$ cat src/verilog/reg_ops_pkg.sv
/*
 register-operation datapath: register map, command fields, op codes,
 immediate extension kinds, stack sources, sequencer states.
 assumes one core clock and an apb slave port with 8-bit byte addresses.
*/
package reg_ops_pkg;
   // -----------------------------------------------------------------
   // register map (byte addresses)
   // -----------------------------------------------------------------
   localparam logic [7:0] A_CMD  = 8'h00;
   localparam logic [7:0] A_IMM  = 8'h04;
   localparam logic [7:0] A_STAT = 8'h08;
   localparam logic [7:0] A_VIEW = 8'h0C;
   localparam logic [7:0] A_XAR  = 8'h10;
   localparam logic [7:0] A_PTR  = 8'h14;
   localparam logic [7:0] A_ACC  = 8'h18;

   // -----------------------------------------------------------------
   // command word fields
   // -----------------------------------------------------------------
   localparam int CMD_OP_LSB   = 0;
   localparam int OP_W         = 5;
   localparam int CMD_SEL_LSB  = 5;
   localparam int SEL_W        = 3;
   localparam int CMD_HALF_BIT = 8;
   localparam int CMD_EXT_LSB  = 9;
   localparam int EXT_W        = 3;
   localparam int CMD_SRC_LSB  = 12;
   localparam int SRC_W        = 4;

   // status_reg_one layout and status word bits
   localparam int ST1_ADDRESSING_MODE_BIT_BIT = 8;
   localparam int ST1_OBJ_BIT   = 9;
   localparam int ST1_ARP_LSB   = 13;
   localparam int STAT_BUSY_BIT = 0;
   localparam int STAT_OBJ_BIT  = 1;
   localparam int STAT_AMD_BIT  = 2;
   localparam int STAT_ARP_LSB  = 3;

   // sizes and reset values
   localparam int          AUX_COUNT = 8;
   localparam int          HALF_W    = 16;
   localparam int          DP_LOW_W  = 10;
   localparam int          PC_W      = 22;
   localparam logic [15:0] SP_RESET  = 16'h0400;
   localparam logic [15:0] ST1_RESET = 16'h0000;
   localparam logic [15:0] STEP_WIDE = 16'h0002;
   localparam logic [15:0] STEP_WORD = 16'h0001;

   typedef enum logic [OP_W-1:0] {
      OP_NOP, OP_ADD_SHORT_CONST_XAR, OP_SUB_SHORT_CONST_XAR, OP_ADD_CUR, OP_SUB_CUR, OP_LOAD_XAR22,
      OP_SAVE_PC, OP_ZERO_EXTEND_LOAD_AR, OP_HALF_AR, OP_DP10, OP_ZERO_EXTEND_LOAD_DP, OP_WORD_PAGE_LOAD_DP,
      OP_SP_ADD, OP_SP_SUB, OP_ACC_HALF, OP_ACC_EXT, OP_SET_OBJ, OP_SET_ARP,
      OP_LD32, OP_ST32, OP_PUSH, OP_POP
   } op_t;

   typedef enum logic [EXT_W-1:0] {
      EXT_Z7, EXT_S7, EXT_Z8, EXT_S8, EXT_Z10, EXT_Z16, EXT_S16, EXT_Z22
   } ext_t;

   typedef enum logic [SRC_W-1:0] {
      SRC_ACC, SRC_P, SRC_XT, SRC_DP_ST1, SRC_ST0, SRC_ST1, SRC_DP, SRC_IFR,
      SRC_DEBUG_INTERRUPT_ENABLE_REG, SRC_RPC, SRC_XAR, SRC_AR1_AR0
   } src_t;

   typedef enum logic [1:0] {
      ST_IDLE = 2'b00,
      ST_REQ  = 2'b01,
      ST_WAIT = 2'b11
   } state_t;
endpackage
$ cat src/verilog/reg_ops_datapath.sv
/*
 register-operation datapath: auxiliary, page, stack and accumulator
 register updates, immediate extension, aligned 32-bit memory access
 and push/pop, driven by commands written over apb.
 assumes the memory answers each mem_req_out with one mem_ack_in pulse
 in a later cycle, on the same clock.
*/
// Our own choices: the APB slave port and the register addresses.
`timescale 1ns/10ps

module reg_ops_datapath
   import reg_ops_pkg::*;
(
   input  wire logic              ref_clk_in,
   input  wire logic              resetn_in,
   input  wire logic              psel_in,
   input  wire logic              penable_in,
   input  wire logic              pwrite_in,
   input  wire logic [7:0]        paddr_in,
   input  wire logic [31:0]       pwdata_in,
   output logic                   pready_out,
   output logic [31:0]            prdata_out,
   output logic                   pslverr_out,
   input  wire logic [PC_W-1:0]   pc_in,
   input  wire logic [31:0]       mem_rdata_in,
   input  wire logic              mem_ack_in,
   output logic                   mem_req_out,
   output logic                   mem_we_out,
   output logic                   mem_wide_out,
   output logic [31:0]            mem_addr_out,
   output logic [31:0]            mem_wdata_out,
   output logic                   object_mode_out
);
   // ------------------------------------------------------------------
   // state
   // ------------------------------------------------------------------
   logic [31:0]        xar_reg [AUX_COUNT];
   logic [31:0]        xar_next [AUX_COUNT];
   logic [31:0]        acc_reg, acc_next, p_reg, p_next, xt_reg, xt_next;
   logic [31:0]        rpc_reg, rpc_next, cmd_reg, cmd_next, imm_reg, imm_next;
   logic [15:0]        st0_reg, st0_next, st1_reg, st1_next, dp_reg, dp_next;
   logic [15:0]        ifr_reg, ifr_next, debug_interrupt_enable_reg_reg, debug_interrupt_enable_reg_next, sp_reg, sp_next;
   state_t             state_reg, state_next;
   logic               mem_req_reg, mem_req_next, mem_we_reg, mem_we_next;
   logic               mem_wide_reg, mem_wide_next;
   logic [31:0]        mem_addr_reg, mem_addr_next, mem_wdata_reg, mem_wdata_next;
   logic               pready_reg, pready_next, pslverr_reg, pslverr_next;
   logic [31:0]        prdata_reg, prdata_next;

   // ------------------------------------------------------------------
   // command decode
   // ------------------------------------------------------------------
   logic               acc_done, go;
   logic [31:0]        cw;
   op_t                op;
   logic [SEL_W-1:0]   sel, aux_reg_pointer_field;
   logic               half;
   ext_t               ek;
   src_t               src;
   logic [32:0]        src_w;
   logic [15:0]        step;

   assign acc_done = psel_in & penable_in & pready_reg;
   assign go       = acc_done & pwrite_in & (paddr_in == A_CMD) & (state_reg == ST_IDLE);
   assign cw       = go ? pwdata_in : cmd_reg;
   assign op       = op_t'(cw[CMD_OP_LSB +: OP_W]);
   assign sel      = cw[CMD_SEL_LSB +: SEL_W];
   assign half     = cw[CMD_HALF_BIT];
   assign ek       = ext_t'(cw[CMD_EXT_LSB +: EXT_W]);
   assign src      = src_t'(cw[CMD_SRC_LSB +: SRC_W]);
   assign aux_reg_pointer_field      = st1_reg[ST1_ARP_LSB +: SEL_W];
   assign src_w    = src_word(src);
   assign step     = src_w[32] ? STEP_WIDE : STEP_WORD;

   function automatic logic [31:0] ext_imm(input logic [31:0] v, input ext_t k);
      case (k)
         EXT_Z7:  ext_imm = {{25{1'b0}}, v[6:0]};
         EXT_S7:  ext_imm = {{25{v[6]}}, v[6:0]};
         EXT_Z8:  ext_imm = {{24{1'b0}}, v[7:0]};
         EXT_S8:  ext_imm = {{24{v[7]}}, v[7:0]};
         EXT_Z10: ext_imm = {{22{1'b0}}, v[9:0]};
         EXT_Z16: ext_imm = {{16{1'b0}}, v[15:0]};
         EXT_S16: ext_imm = {{16{v[15]}}, v[15:0]};
         default: ext_imm = {{10{1'b0}}, v[21:0]};
      endcase
   endfunction

   // width flag in bit 32, value below; pairs put the first-named high
   function automatic logic [32:0] src_word(input src_t s);
      case (s)
         SRC_ACC:     src_word = {1'b1, acc_reg};
         SRC_P:       src_word = {1'b1, p_reg};
         SRC_XT:      src_word = {1'b1, xt_reg};
         SRC_DP_ST1:  src_word = {1'b1, dp_reg, st1_reg};
         SRC_ST0:     src_word = {1'b0, 16'h0000, st0_reg};
         SRC_ST1:     src_word = {1'b0, 16'h0000, st1_reg};
         SRC_DP:      src_word = {1'b0, 16'h0000, dp_reg};
         SRC_IFR:     src_word = {1'b0, 16'h0000, ifr_reg};
         SRC_DEBUG_INTERRUPT_ENABLE_REG:  src_word = {1'b0, 16'h0000, debug_interrupt_enable_reg_reg};
         SRC_RPC:     src_word = {1'b1, rpc_reg};
         SRC_XAR:     src_word = {1'b1, xar_reg[sel]};
         SRC_AR1_AR0: src_word = {1'b1, xar_reg[1][15:0], xar_reg[0][15:0]};
         default:     src_word = {1'b0, 32'h0000_0000};
      endcase
   endfunction

   // ------------------------------------------------------------------
   // datapath and memory sequencer
   // ------------------------------------------------------------------
   always_comb begin
      xar_next = xar_reg;
      acc_next = acc_reg;
      p_next = p_reg;
      xt_next = xt_reg;
      rpc_next = rpc_reg;
      st0_next = st0_reg;
      st1_next = st1_reg;
      dp_next = dp_reg;
      ifr_next = ifr_reg;
      debug_interrupt_enable_reg_next = debug_interrupt_enable_reg_reg;
      sp_next = sp_reg;
      cmd_next = cmd_reg;
      state_next = state_reg;
      mem_req_next = 1'b0;
      mem_we_next = mem_we_reg;
      mem_wide_next = mem_wide_reg;
      mem_addr_next = mem_addr_reg;
      mem_wdata_next = mem_wdata_reg;
      case (state_reg)
         ST_IDLE: if (go) begin
            cmd_next = pwdata_in;
            case (op)
               OP_ADD_SHORT_CONST_XAR:   xar_next[sel] = xar_reg[sel] + ext_imm(imm_reg, EXT_Z7);
               OP_SUB_SHORT_CONST_XAR:   xar_next[sel] = xar_reg[sel] - ext_imm(imm_reg, EXT_Z7);
               OP_ADD_CUR:    xar_next[aux_reg_pointer_field] = xar_reg[aux_reg_pointer_field] + ext_imm(imm_reg, EXT_Z8);
               OP_SUB_CUR:    xar_next[aux_reg_pointer_field] = xar_reg[aux_reg_pointer_field] - ext_imm(imm_reg, EXT_Z8);
               OP_LOAD_XAR22: xar_next[sel] = ext_imm(imm_reg, EXT_Z22);
               OP_SAVE_PC:    xar_next[sel] = 32'(pc_in);
               OP_ZERO_EXTEND_LOAD_AR:    xar_next[sel] = ext_imm(imm_reg, EXT_Z16);
               OP_HALF_AR: begin
                  if (half) begin
                     xar_next[sel][31:16] = imm_reg[15:0];
                  end else begin
                     xar_next[sel][15:0] = imm_reg[15:0];
                  end
               end
               OP_DP10:       dp_next[DP_LOW_W-1:0] = imm_reg[DP_LOW_W-1:0];
               OP_ZERO_EXTEND_LOAD_DP:    dp_next = 16'(ext_imm(imm_reg, EXT_Z10));
               OP_WORD_PAGE_LOAD_DP:    dp_next = imm_reg[15:0];
               OP_SP_ADD:     sp_next = sp_reg + 16'(ext_imm(imm_reg, EXT_Z7));
               OP_SP_SUB:     sp_next = sp_reg - 16'(ext_imm(imm_reg, EXT_Z7));
               OP_ACC_HALF: begin
                  if (half) begin
                     acc_next[31:16] = imm_reg[15:0];
                  end else begin
                     acc_next[15:0] = imm_reg[15:0];
                  end
               end
               OP_ACC_EXT:    acc_next = ext_imm(imm_reg, ek);
               OP_SET_OBJ:    st1_next[ST1_OBJ_BIT] = 1'b1;
               OP_SET_ARP:    st1_next[ST1_ARP_LSB +: SEL_W] = imm_reg[SEL_W-1:0];
               OP_LD32, OP_ST32: begin
                  // pointer itself is left as it is
                  mem_addr_next = {xar_reg[aux_reg_pointer_field][31:1], 1'b0};
                  mem_wide_next = 1'b1;
                  mem_we_next = (op == OP_ST32);
                  mem_wdata_next = acc_reg;
                  mem_req_next = 1'b1;
                  state_next = ST_REQ;
               end
               OP_PUSH, OP_POP: begin
                  mem_addr_next = 32'((op == OP_PUSH) ? sp_reg : sp_reg - step);
                  if (src_w[32]) begin
                     mem_addr_next[0] = 1'b0;
                  end
                  mem_wide_next = src_w[32];
                  mem_we_next = (op == OP_PUSH);
                  mem_wdata_next = src_w[31:0];
                  mem_req_next = 1'b1;
                  state_next = ST_REQ;
               end
               default: ;
            endcase
         end
         ST_REQ: state_next = ST_WAIT;
         ST_WAIT: if (mem_ack_in) begin
            state_next = ST_IDLE;
            case (op)
               OP_LD32: xar_next[sel] = mem_rdata_in;
               OP_PUSH: sp_next = sp_reg + step;
               OP_POP: begin
                  sp_next = sp_reg - step;
                  case (src)
                     SRC_ACC:     acc_next = mem_rdata_in;
                     SRC_P:       p_next = mem_rdata_in;
                     SRC_XT:      xt_next = mem_rdata_in;
                     SRC_DP_ST1: begin
                        st1_next = mem_rdata_in[15:0];
                        dp_next = mem_rdata_in[31:16];
                     end
                     SRC_ST0:     st0_next = mem_rdata_in[15:0];
                     SRC_ST1:     st1_next = mem_rdata_in[15:0];
                     SRC_DP:      dp_next = mem_rdata_in[15:0];
                     SRC_IFR:     ifr_next = mem_rdata_in[15:0];
                     SRC_DEBUG_INTERRUPT_ENABLE_REG:  debug_interrupt_enable_reg_next = mem_rdata_in[15:0];
                     SRC_RPC:     rpc_next = mem_rdata_in;
                     SRC_XAR:     xar_next[sel] = mem_rdata_in;
                     SRC_AR1_AR0: begin
                        xar_next[0][15:0] = mem_rdata_in[15:0];
                        xar_next[1][15:0] = mem_rdata_in[31:16];
                     end
                     default: ;
                  endcase
               end
               default: ;
            endcase
         end
         default: state_next = ST_IDLE;
      endcase
   end

   always_ff @(posedge ref_clk_in or negedge resetn_in) begin
      if (!resetn_in) begin
         for (int i = 0; i < AUX_COUNT; i++) begin
            xar_reg[i] <= '0;
         end
         acc_reg <= '0;
         p_reg <= '0;
         xt_reg <= '0;
         rpc_reg <= '0;
         cmd_reg <= '0;
         st0_reg <= '0;
         st1_reg <= ST1_RESET;
         dp_reg <= '0;
         ifr_reg <= '0;
         debug_interrupt_enable_reg_reg <= '0;
         sp_reg <= SP_RESET;
         state_reg <= ST_IDLE;
         mem_req_reg <= 1'b0;
         mem_we_reg <= 1'b0;
         mem_wide_reg <= 1'b0;
         mem_addr_reg <= '0;
         mem_wdata_reg <= '0;
      end else begin
         xar_reg <= xar_next;
         acc_reg <= acc_next;
         p_reg <= p_next;
         xt_reg <= xt_next;
         rpc_reg <= rpc_next;
         cmd_reg <= cmd_next;
         st0_reg <= st0_next;
         st1_reg <= st1_next;
         dp_reg <= dp_next;
         ifr_reg <= ifr_next;
         debug_interrupt_enable_reg_reg <= debug_interrupt_enable_reg_next;
         sp_reg <= sp_next;
         state_reg <= state_next;
         mem_req_reg <= mem_req_next;
         mem_we_reg <= mem_we_next;
         mem_wide_reg <= mem_wide_next;
         mem_addr_reg <= mem_addr_next;
         mem_wdata_reg <= mem_wdata_next;
      end
   end

   // ------------------------------------------------------------------
   // apb slave, one wait state
   // ------------------------------------------------------------------
   always_comb begin
      pready_next = psel_in & penable_in & ~pready_reg;
      prdata_next = prdata_reg;
      pslverr_next = 1'b0;
      imm_next = imm_reg;
      if (acc_done && pwrite_in && paddr_in == A_IMM) begin
         imm_next = pwdata_in;
      end
      if (pready_next) begin
         prdata_next = '0;
         case (paddr_in)
            A_CMD:  prdata_next = cmd_reg;
            A_IMM:  prdata_next = imm_reg;
            A_STAT: begin
               prdata_next[STAT_BUSY_BIT] = (state_reg != ST_IDLE);
               prdata_next[STAT_OBJ_BIT] = st1_reg[ST1_OBJ_BIT];
               prdata_next[STAT_AMD_BIT] = st1_reg[ST1_ADDRESSING_MODE_BIT_BIT];
               prdata_next[STAT_ARP_LSB +: SEL_W] = aux_reg_pointer_field;
            end
            A_VIEW: prdata_next = src_w[31:0];
            A_XAR:  prdata_next = xar_reg[sel];
            A_PTR:  prdata_next = {dp_reg, sp_reg};
            A_ACC:  prdata_next = acc_reg;
            default: pslverr_next = 1'b1;
         endcase
         if (pwrite_in && paddr_in != A_CMD && paddr_in != A_IMM) begin
            pslverr_next = 1'b1;
         end
      end
   end

   always_ff @(posedge ref_clk_in or negedge resetn_in) begin
      if (!resetn_in) begin
         pready_reg <= 1'b0;
         prdata_reg <= '0;
         pslverr_reg <= 1'b0;
         imm_reg <= '0;
      end else begin
         pready_reg <= pready_next;
         prdata_reg <= prdata_next;
         pslverr_reg <= pslverr_next;
         imm_reg <= imm_next;
      end
   end

   assign pready_out = pready_reg;
   assign prdata_out = prdata_reg;
   assign pslverr_out = pslverr_reg;
   assign mem_req_out = mem_req_reg;
   assign mem_we_out = mem_we_reg;
   assign mem_wide_out = mem_wide_reg;
   assign mem_addr_out = mem_addr_reg;
   assign mem_wdata_out = mem_wdata_reg;
   assign object_mode_out = st1_reg[ST1_OBJ_BIT];

   logic [31:0] cur_aux, sel_aux;
   assign cur_aux = xar_reg[aux_reg_pointer_field];
   assign sel_aux = xar_reg[cmd_reg[CMD_SEL_LSB +: SEL_W]];
endmodule

$ cat config.mk
export PLATFORM = sky130hd
export DESIGN_NAME = reg_ops_datapath
export DESIGN_NICKNAME = d
export VERILOG_FILES = /design/src/verilog/reg_ops_pkg.sv /design/src/verilog/reg_ops_datapath.sv
export SDC_FILE = /design/constraint.sdc
export NUM_CORES = 2
export LEC_CHECK = 0
export BUFFER_PORTS_ARGS = -buffer_cell sky130_fd_sc_hd__clkbuf_2
export CORE_MARGIN = 4
export CORE_UTILIZATION = 30
export CTS_BUF_LIST = sky130_fd_sc_hd__clkbuf_16
export DETAILED_ROUTE_END_ITERATION = 8
export PLACE_DENSITY = 0.44
export SLEW_MARGIN = 20
export SYNTH_ARGS = -nofsm -noshare
export SYNTH_HDL_FRONTEND = slang
export SYNTH_SLANG_ARGS = --single-unit
$ cat constraint.sdc
create_clock -name ref_clk_in -period 8.8 [get_ports ref_clk_in]
set_clock_uncertainty 0.1 [all_clocks]
set_input_delay 0.88 -clock ref_clk_in [delete_from_list [all_inputs] [get_ports ref_clk_in]]
set_output_delay 0.88 -clock ref_clk_in [all_outputs]
set_load 0.03 [all_outputs]
==> impl_metrics.env <==
export IMPL_cts_max_level=3
export IMPL_synth_edf_count=0
export IMPL_powerDensity_nw_per_um2=126
export IMPL_crit_arrival_ps=8070
export IMPL_r2r_start="state_reg[1]$_DFFE_PN0P_"
export IMPL_die_h_um=410
export IMPL_io_pins=202
export IMPL_final_core_util_pct=34.9
export IMPL_die_w_um=410
export IMPL_gr_total_overflow=0
export IMPL_synth_area_top_cells="dfrtp_1 33%, mux2_2 5.6%, nand2_1 5.2%"
export IMPL_ys_ff_latch=647
export IMPL_grt_pass1_wl_um=454000
export IMPL_synthCells=5791
export IMPL_coreArea_um2=161000
export IMPL_drc_errors=19
export IMPL_hold_buffers=0
export IMPL_synth_top_area_share_pct=33.4
export IMPL_final_common_cell="nand2_1"
export IMPL_first_pass_iters=9
export IMPL_drv_cap=0
export IMPL_cts_tree="done"
export IMPL_status="complete, but fails checks"
export IMPL_fmax_mhz=132
export IMPL_start_util_pct=30.2
export IMPL_worst_path_max_fanout=33
export IMPL_routed_wl_um=337000
export IMPL_ys_warn_count=0
export IMPL_dieArea_um2=168000
export IMPL_routabilityCongestion=1.05
export IMPL_max_slew_margin_rel_pct=8.57
export IMPL_dp_hpwl_um=239000
export IMPL_root_buffer="clkbuf_16"
export IMPL_final_max_slew_viol_count=0
export IMPL_syn_cell_area_um2=48400
export IMPL_ff2ff_path_depth=20
export IMPL_avgViaCountPerCell=6.93
export IMPL_synthesis_nets=5950
export IMPL_wl_per_cell_um=41.3
export IMPL_cts_resized=0
export IMPL_cts_made_buffers=88
export IMPL_drt_iter0_drc=9802
export IMPL_worst_pin_slew_ps=1370
export IMPL_port_buffers=201
export IMPL_cts_sinks=647
export IMPL_grt_usage_pct=38.4
export IMPL_timing_final_hold_violations=0
export IMPL_async_flop_share_pct=100
export IMPL_vias=56458
export IMPL_violations="design-rule violations"
export IMPL_cts_buffer_depth=3
export IMPL_finalCritPeriodShare_pct=85.9
export IMPL_antenna_found_initial=28
export IMPL_end_kind="flop"
export IMPL_area_delta_synth_final_pct=15.5
export IMPL_holdCritPathClass="in -> async"
export IMPL_r2r_slack_ps=1240
export IMPL_rsz0062_at_grt="false"
export IMPL_ys_types=109
export IMPL_setup_tns_ps=0
export IMPL_synth_top_cell_by_area="dfrtp_1"
export IMPL_cp_start_kind="flop"
export IMPL_ys_seq_area_share_pct=33.4
export IMPL_nets=6046
export IMPL_antenna_left=0
export IMPL_post_cts_buffers=0
export IMPL_ir_worst_vdd_v=0.000144
export IMPL_worstPathRequired_ps=9310
export IMPL_largest_register_ff_count=256
export IMPL_r2r_end="xar_reg[121]$_DFFE_PN0P_"
export IMPL_final_cell_mix="658 x nand2_1, 643 x dfrtp_1, 455 x a21oi_1, 426 x o21ai_0, 423 x nor2_1"
export IMPL_cp_startpoint="state_reg[1]$_DFFE_PN0P_"
export IMPL_post_route_cells_drive_above_1_share_pct=17.7
export IMPL_grt_pass1_vias=52449
export IMPL_avgSynthCellArea_um2=8.37
export IMPL_fin_crit_ps=7560
export IMPL_num_rows=147
export IMPL_grt_max_degree=161
export IMPL_crit_type="reg -> reg"
export IMPL_clkTransAtPathRegs_ps=70
export IMPL_synth_ff_type="dfrtp_1"
export IMPL_p_leak_uw=0.0223
export IMPL_setup_viol=0
export IMPL_clk_latency_ps=770
==> Yosys cell counts (63+ instances only) <==
master and number:
xnor2_1 63, inv_1 128, o221ai_1 92, a21oi_1 457
nor2_1 450, a221oi_1 88, nand2_1 665, a211oi_1 117
mux2_2 239, o21ai_0 430, a22o_1 63, dfrtp_1 646
nand3_1 126, nor3_1 102, clkbuf_1 389, mux2i_1 173
o22ai_1 150, a22oi_1 197, a222oi_1 119
==> how the worst max path moves through the flow <==
stage	to	slack (ps)
2_1_floorplan	xar_reg[26]$_DFFE_PN0P_	1810
3_3_place_gp	xar_reg[16]$_DFFE_PN0P_	1030
3_5_place_dp	xar_reg[176]$_DFFE_PN0P_	960
4_1_cts	xar_reg[176]$_DFFE_PN0P_	1620
5_1_grt	xar_reg[26]$_DFFE_PN0P_	1120
6_report	xar_reg[121]$_DFFE_PN0P_	1240
==> area by class of cell <==
type / count / area, um^2
fill: 16834 / 105000
multi-input combinational: 4499 / 30200
sequential: 647 / 16200
timing repair buffer: 513 / 3500
tap: 2160 / 2700
clock buffer: 88 / 2200
clock inverter: 70 / 599
inverter: 138 / 520
antenna: 29 / 72.6
==> routing by layer <==
| layer | part of all wire (%) | vias to the layer above | track usage, % |
|---|---|---|---|
| met5 | 0.049 | - | 0.287 |
| met4 | 8.8 | 18 | 26.8 |
| met3 | 13 | 1239 | 15.5 |
| met2 | 39 | 4715 | 53.0 |
| met1 | 38 | 28177 | 48.4 |
| li1 | - | 22309 | - |
==> critical path, cell delays in order, from the launching register on <==
cell and delay, ps:
dfrtp_1 420, inv_1 110, ha_1 500, and4_4 600, a21oi_4 100, inv_2 110
buf_4 540, nand2_1 400, nand3_1 320, o221ai_1 190, a221oi_1 360, buf_4 280
ha_1 330, inv_1 110, nand2_1 80, o21ba_2 280, o2111ai_2 540, o211ai_1 410
nand4_1 630, o21bai_1 530, a221o_1 390
==> report_power, final <==
| part | switching (uW) | internal, uW |
|---|---|---|
| combinational | 311 | 86.6 |
| sequential | 5.57 | 2980 |
| clock | 1680 | 2010 |
==> through the flow <==
stage          hold WS, ps  cell area (um^2)  cells  worst slack (ps)  total power (uW)
2_1_floorplan          339             48400   5791              1810              3180
6_report              11.6             56000   8144              1240              7070
3_3_place_gp           350             53000   7954              1030              3420
5_1_grt               41.4             55900   8117              1120              7200
3_5_place_dp           356             53000   7956               959              3420
4_1_cts               11.7             55800   8114              1620              7080
==> kinds of logic after synthesis <==
kind of cell,count (synthesis),synth area share [%]
AOI/OAI and AO/OA,2223,31.7
and+or+nand+nor,1679,15.9
DFF,647,33.4
buffers and inverters,645,5.42
muxes,437,10.1
xor gates and xnor gates,101,1.83
adders and majority gates,59,1.62
No activity file was read; power rests on OpenSTA's default activity.
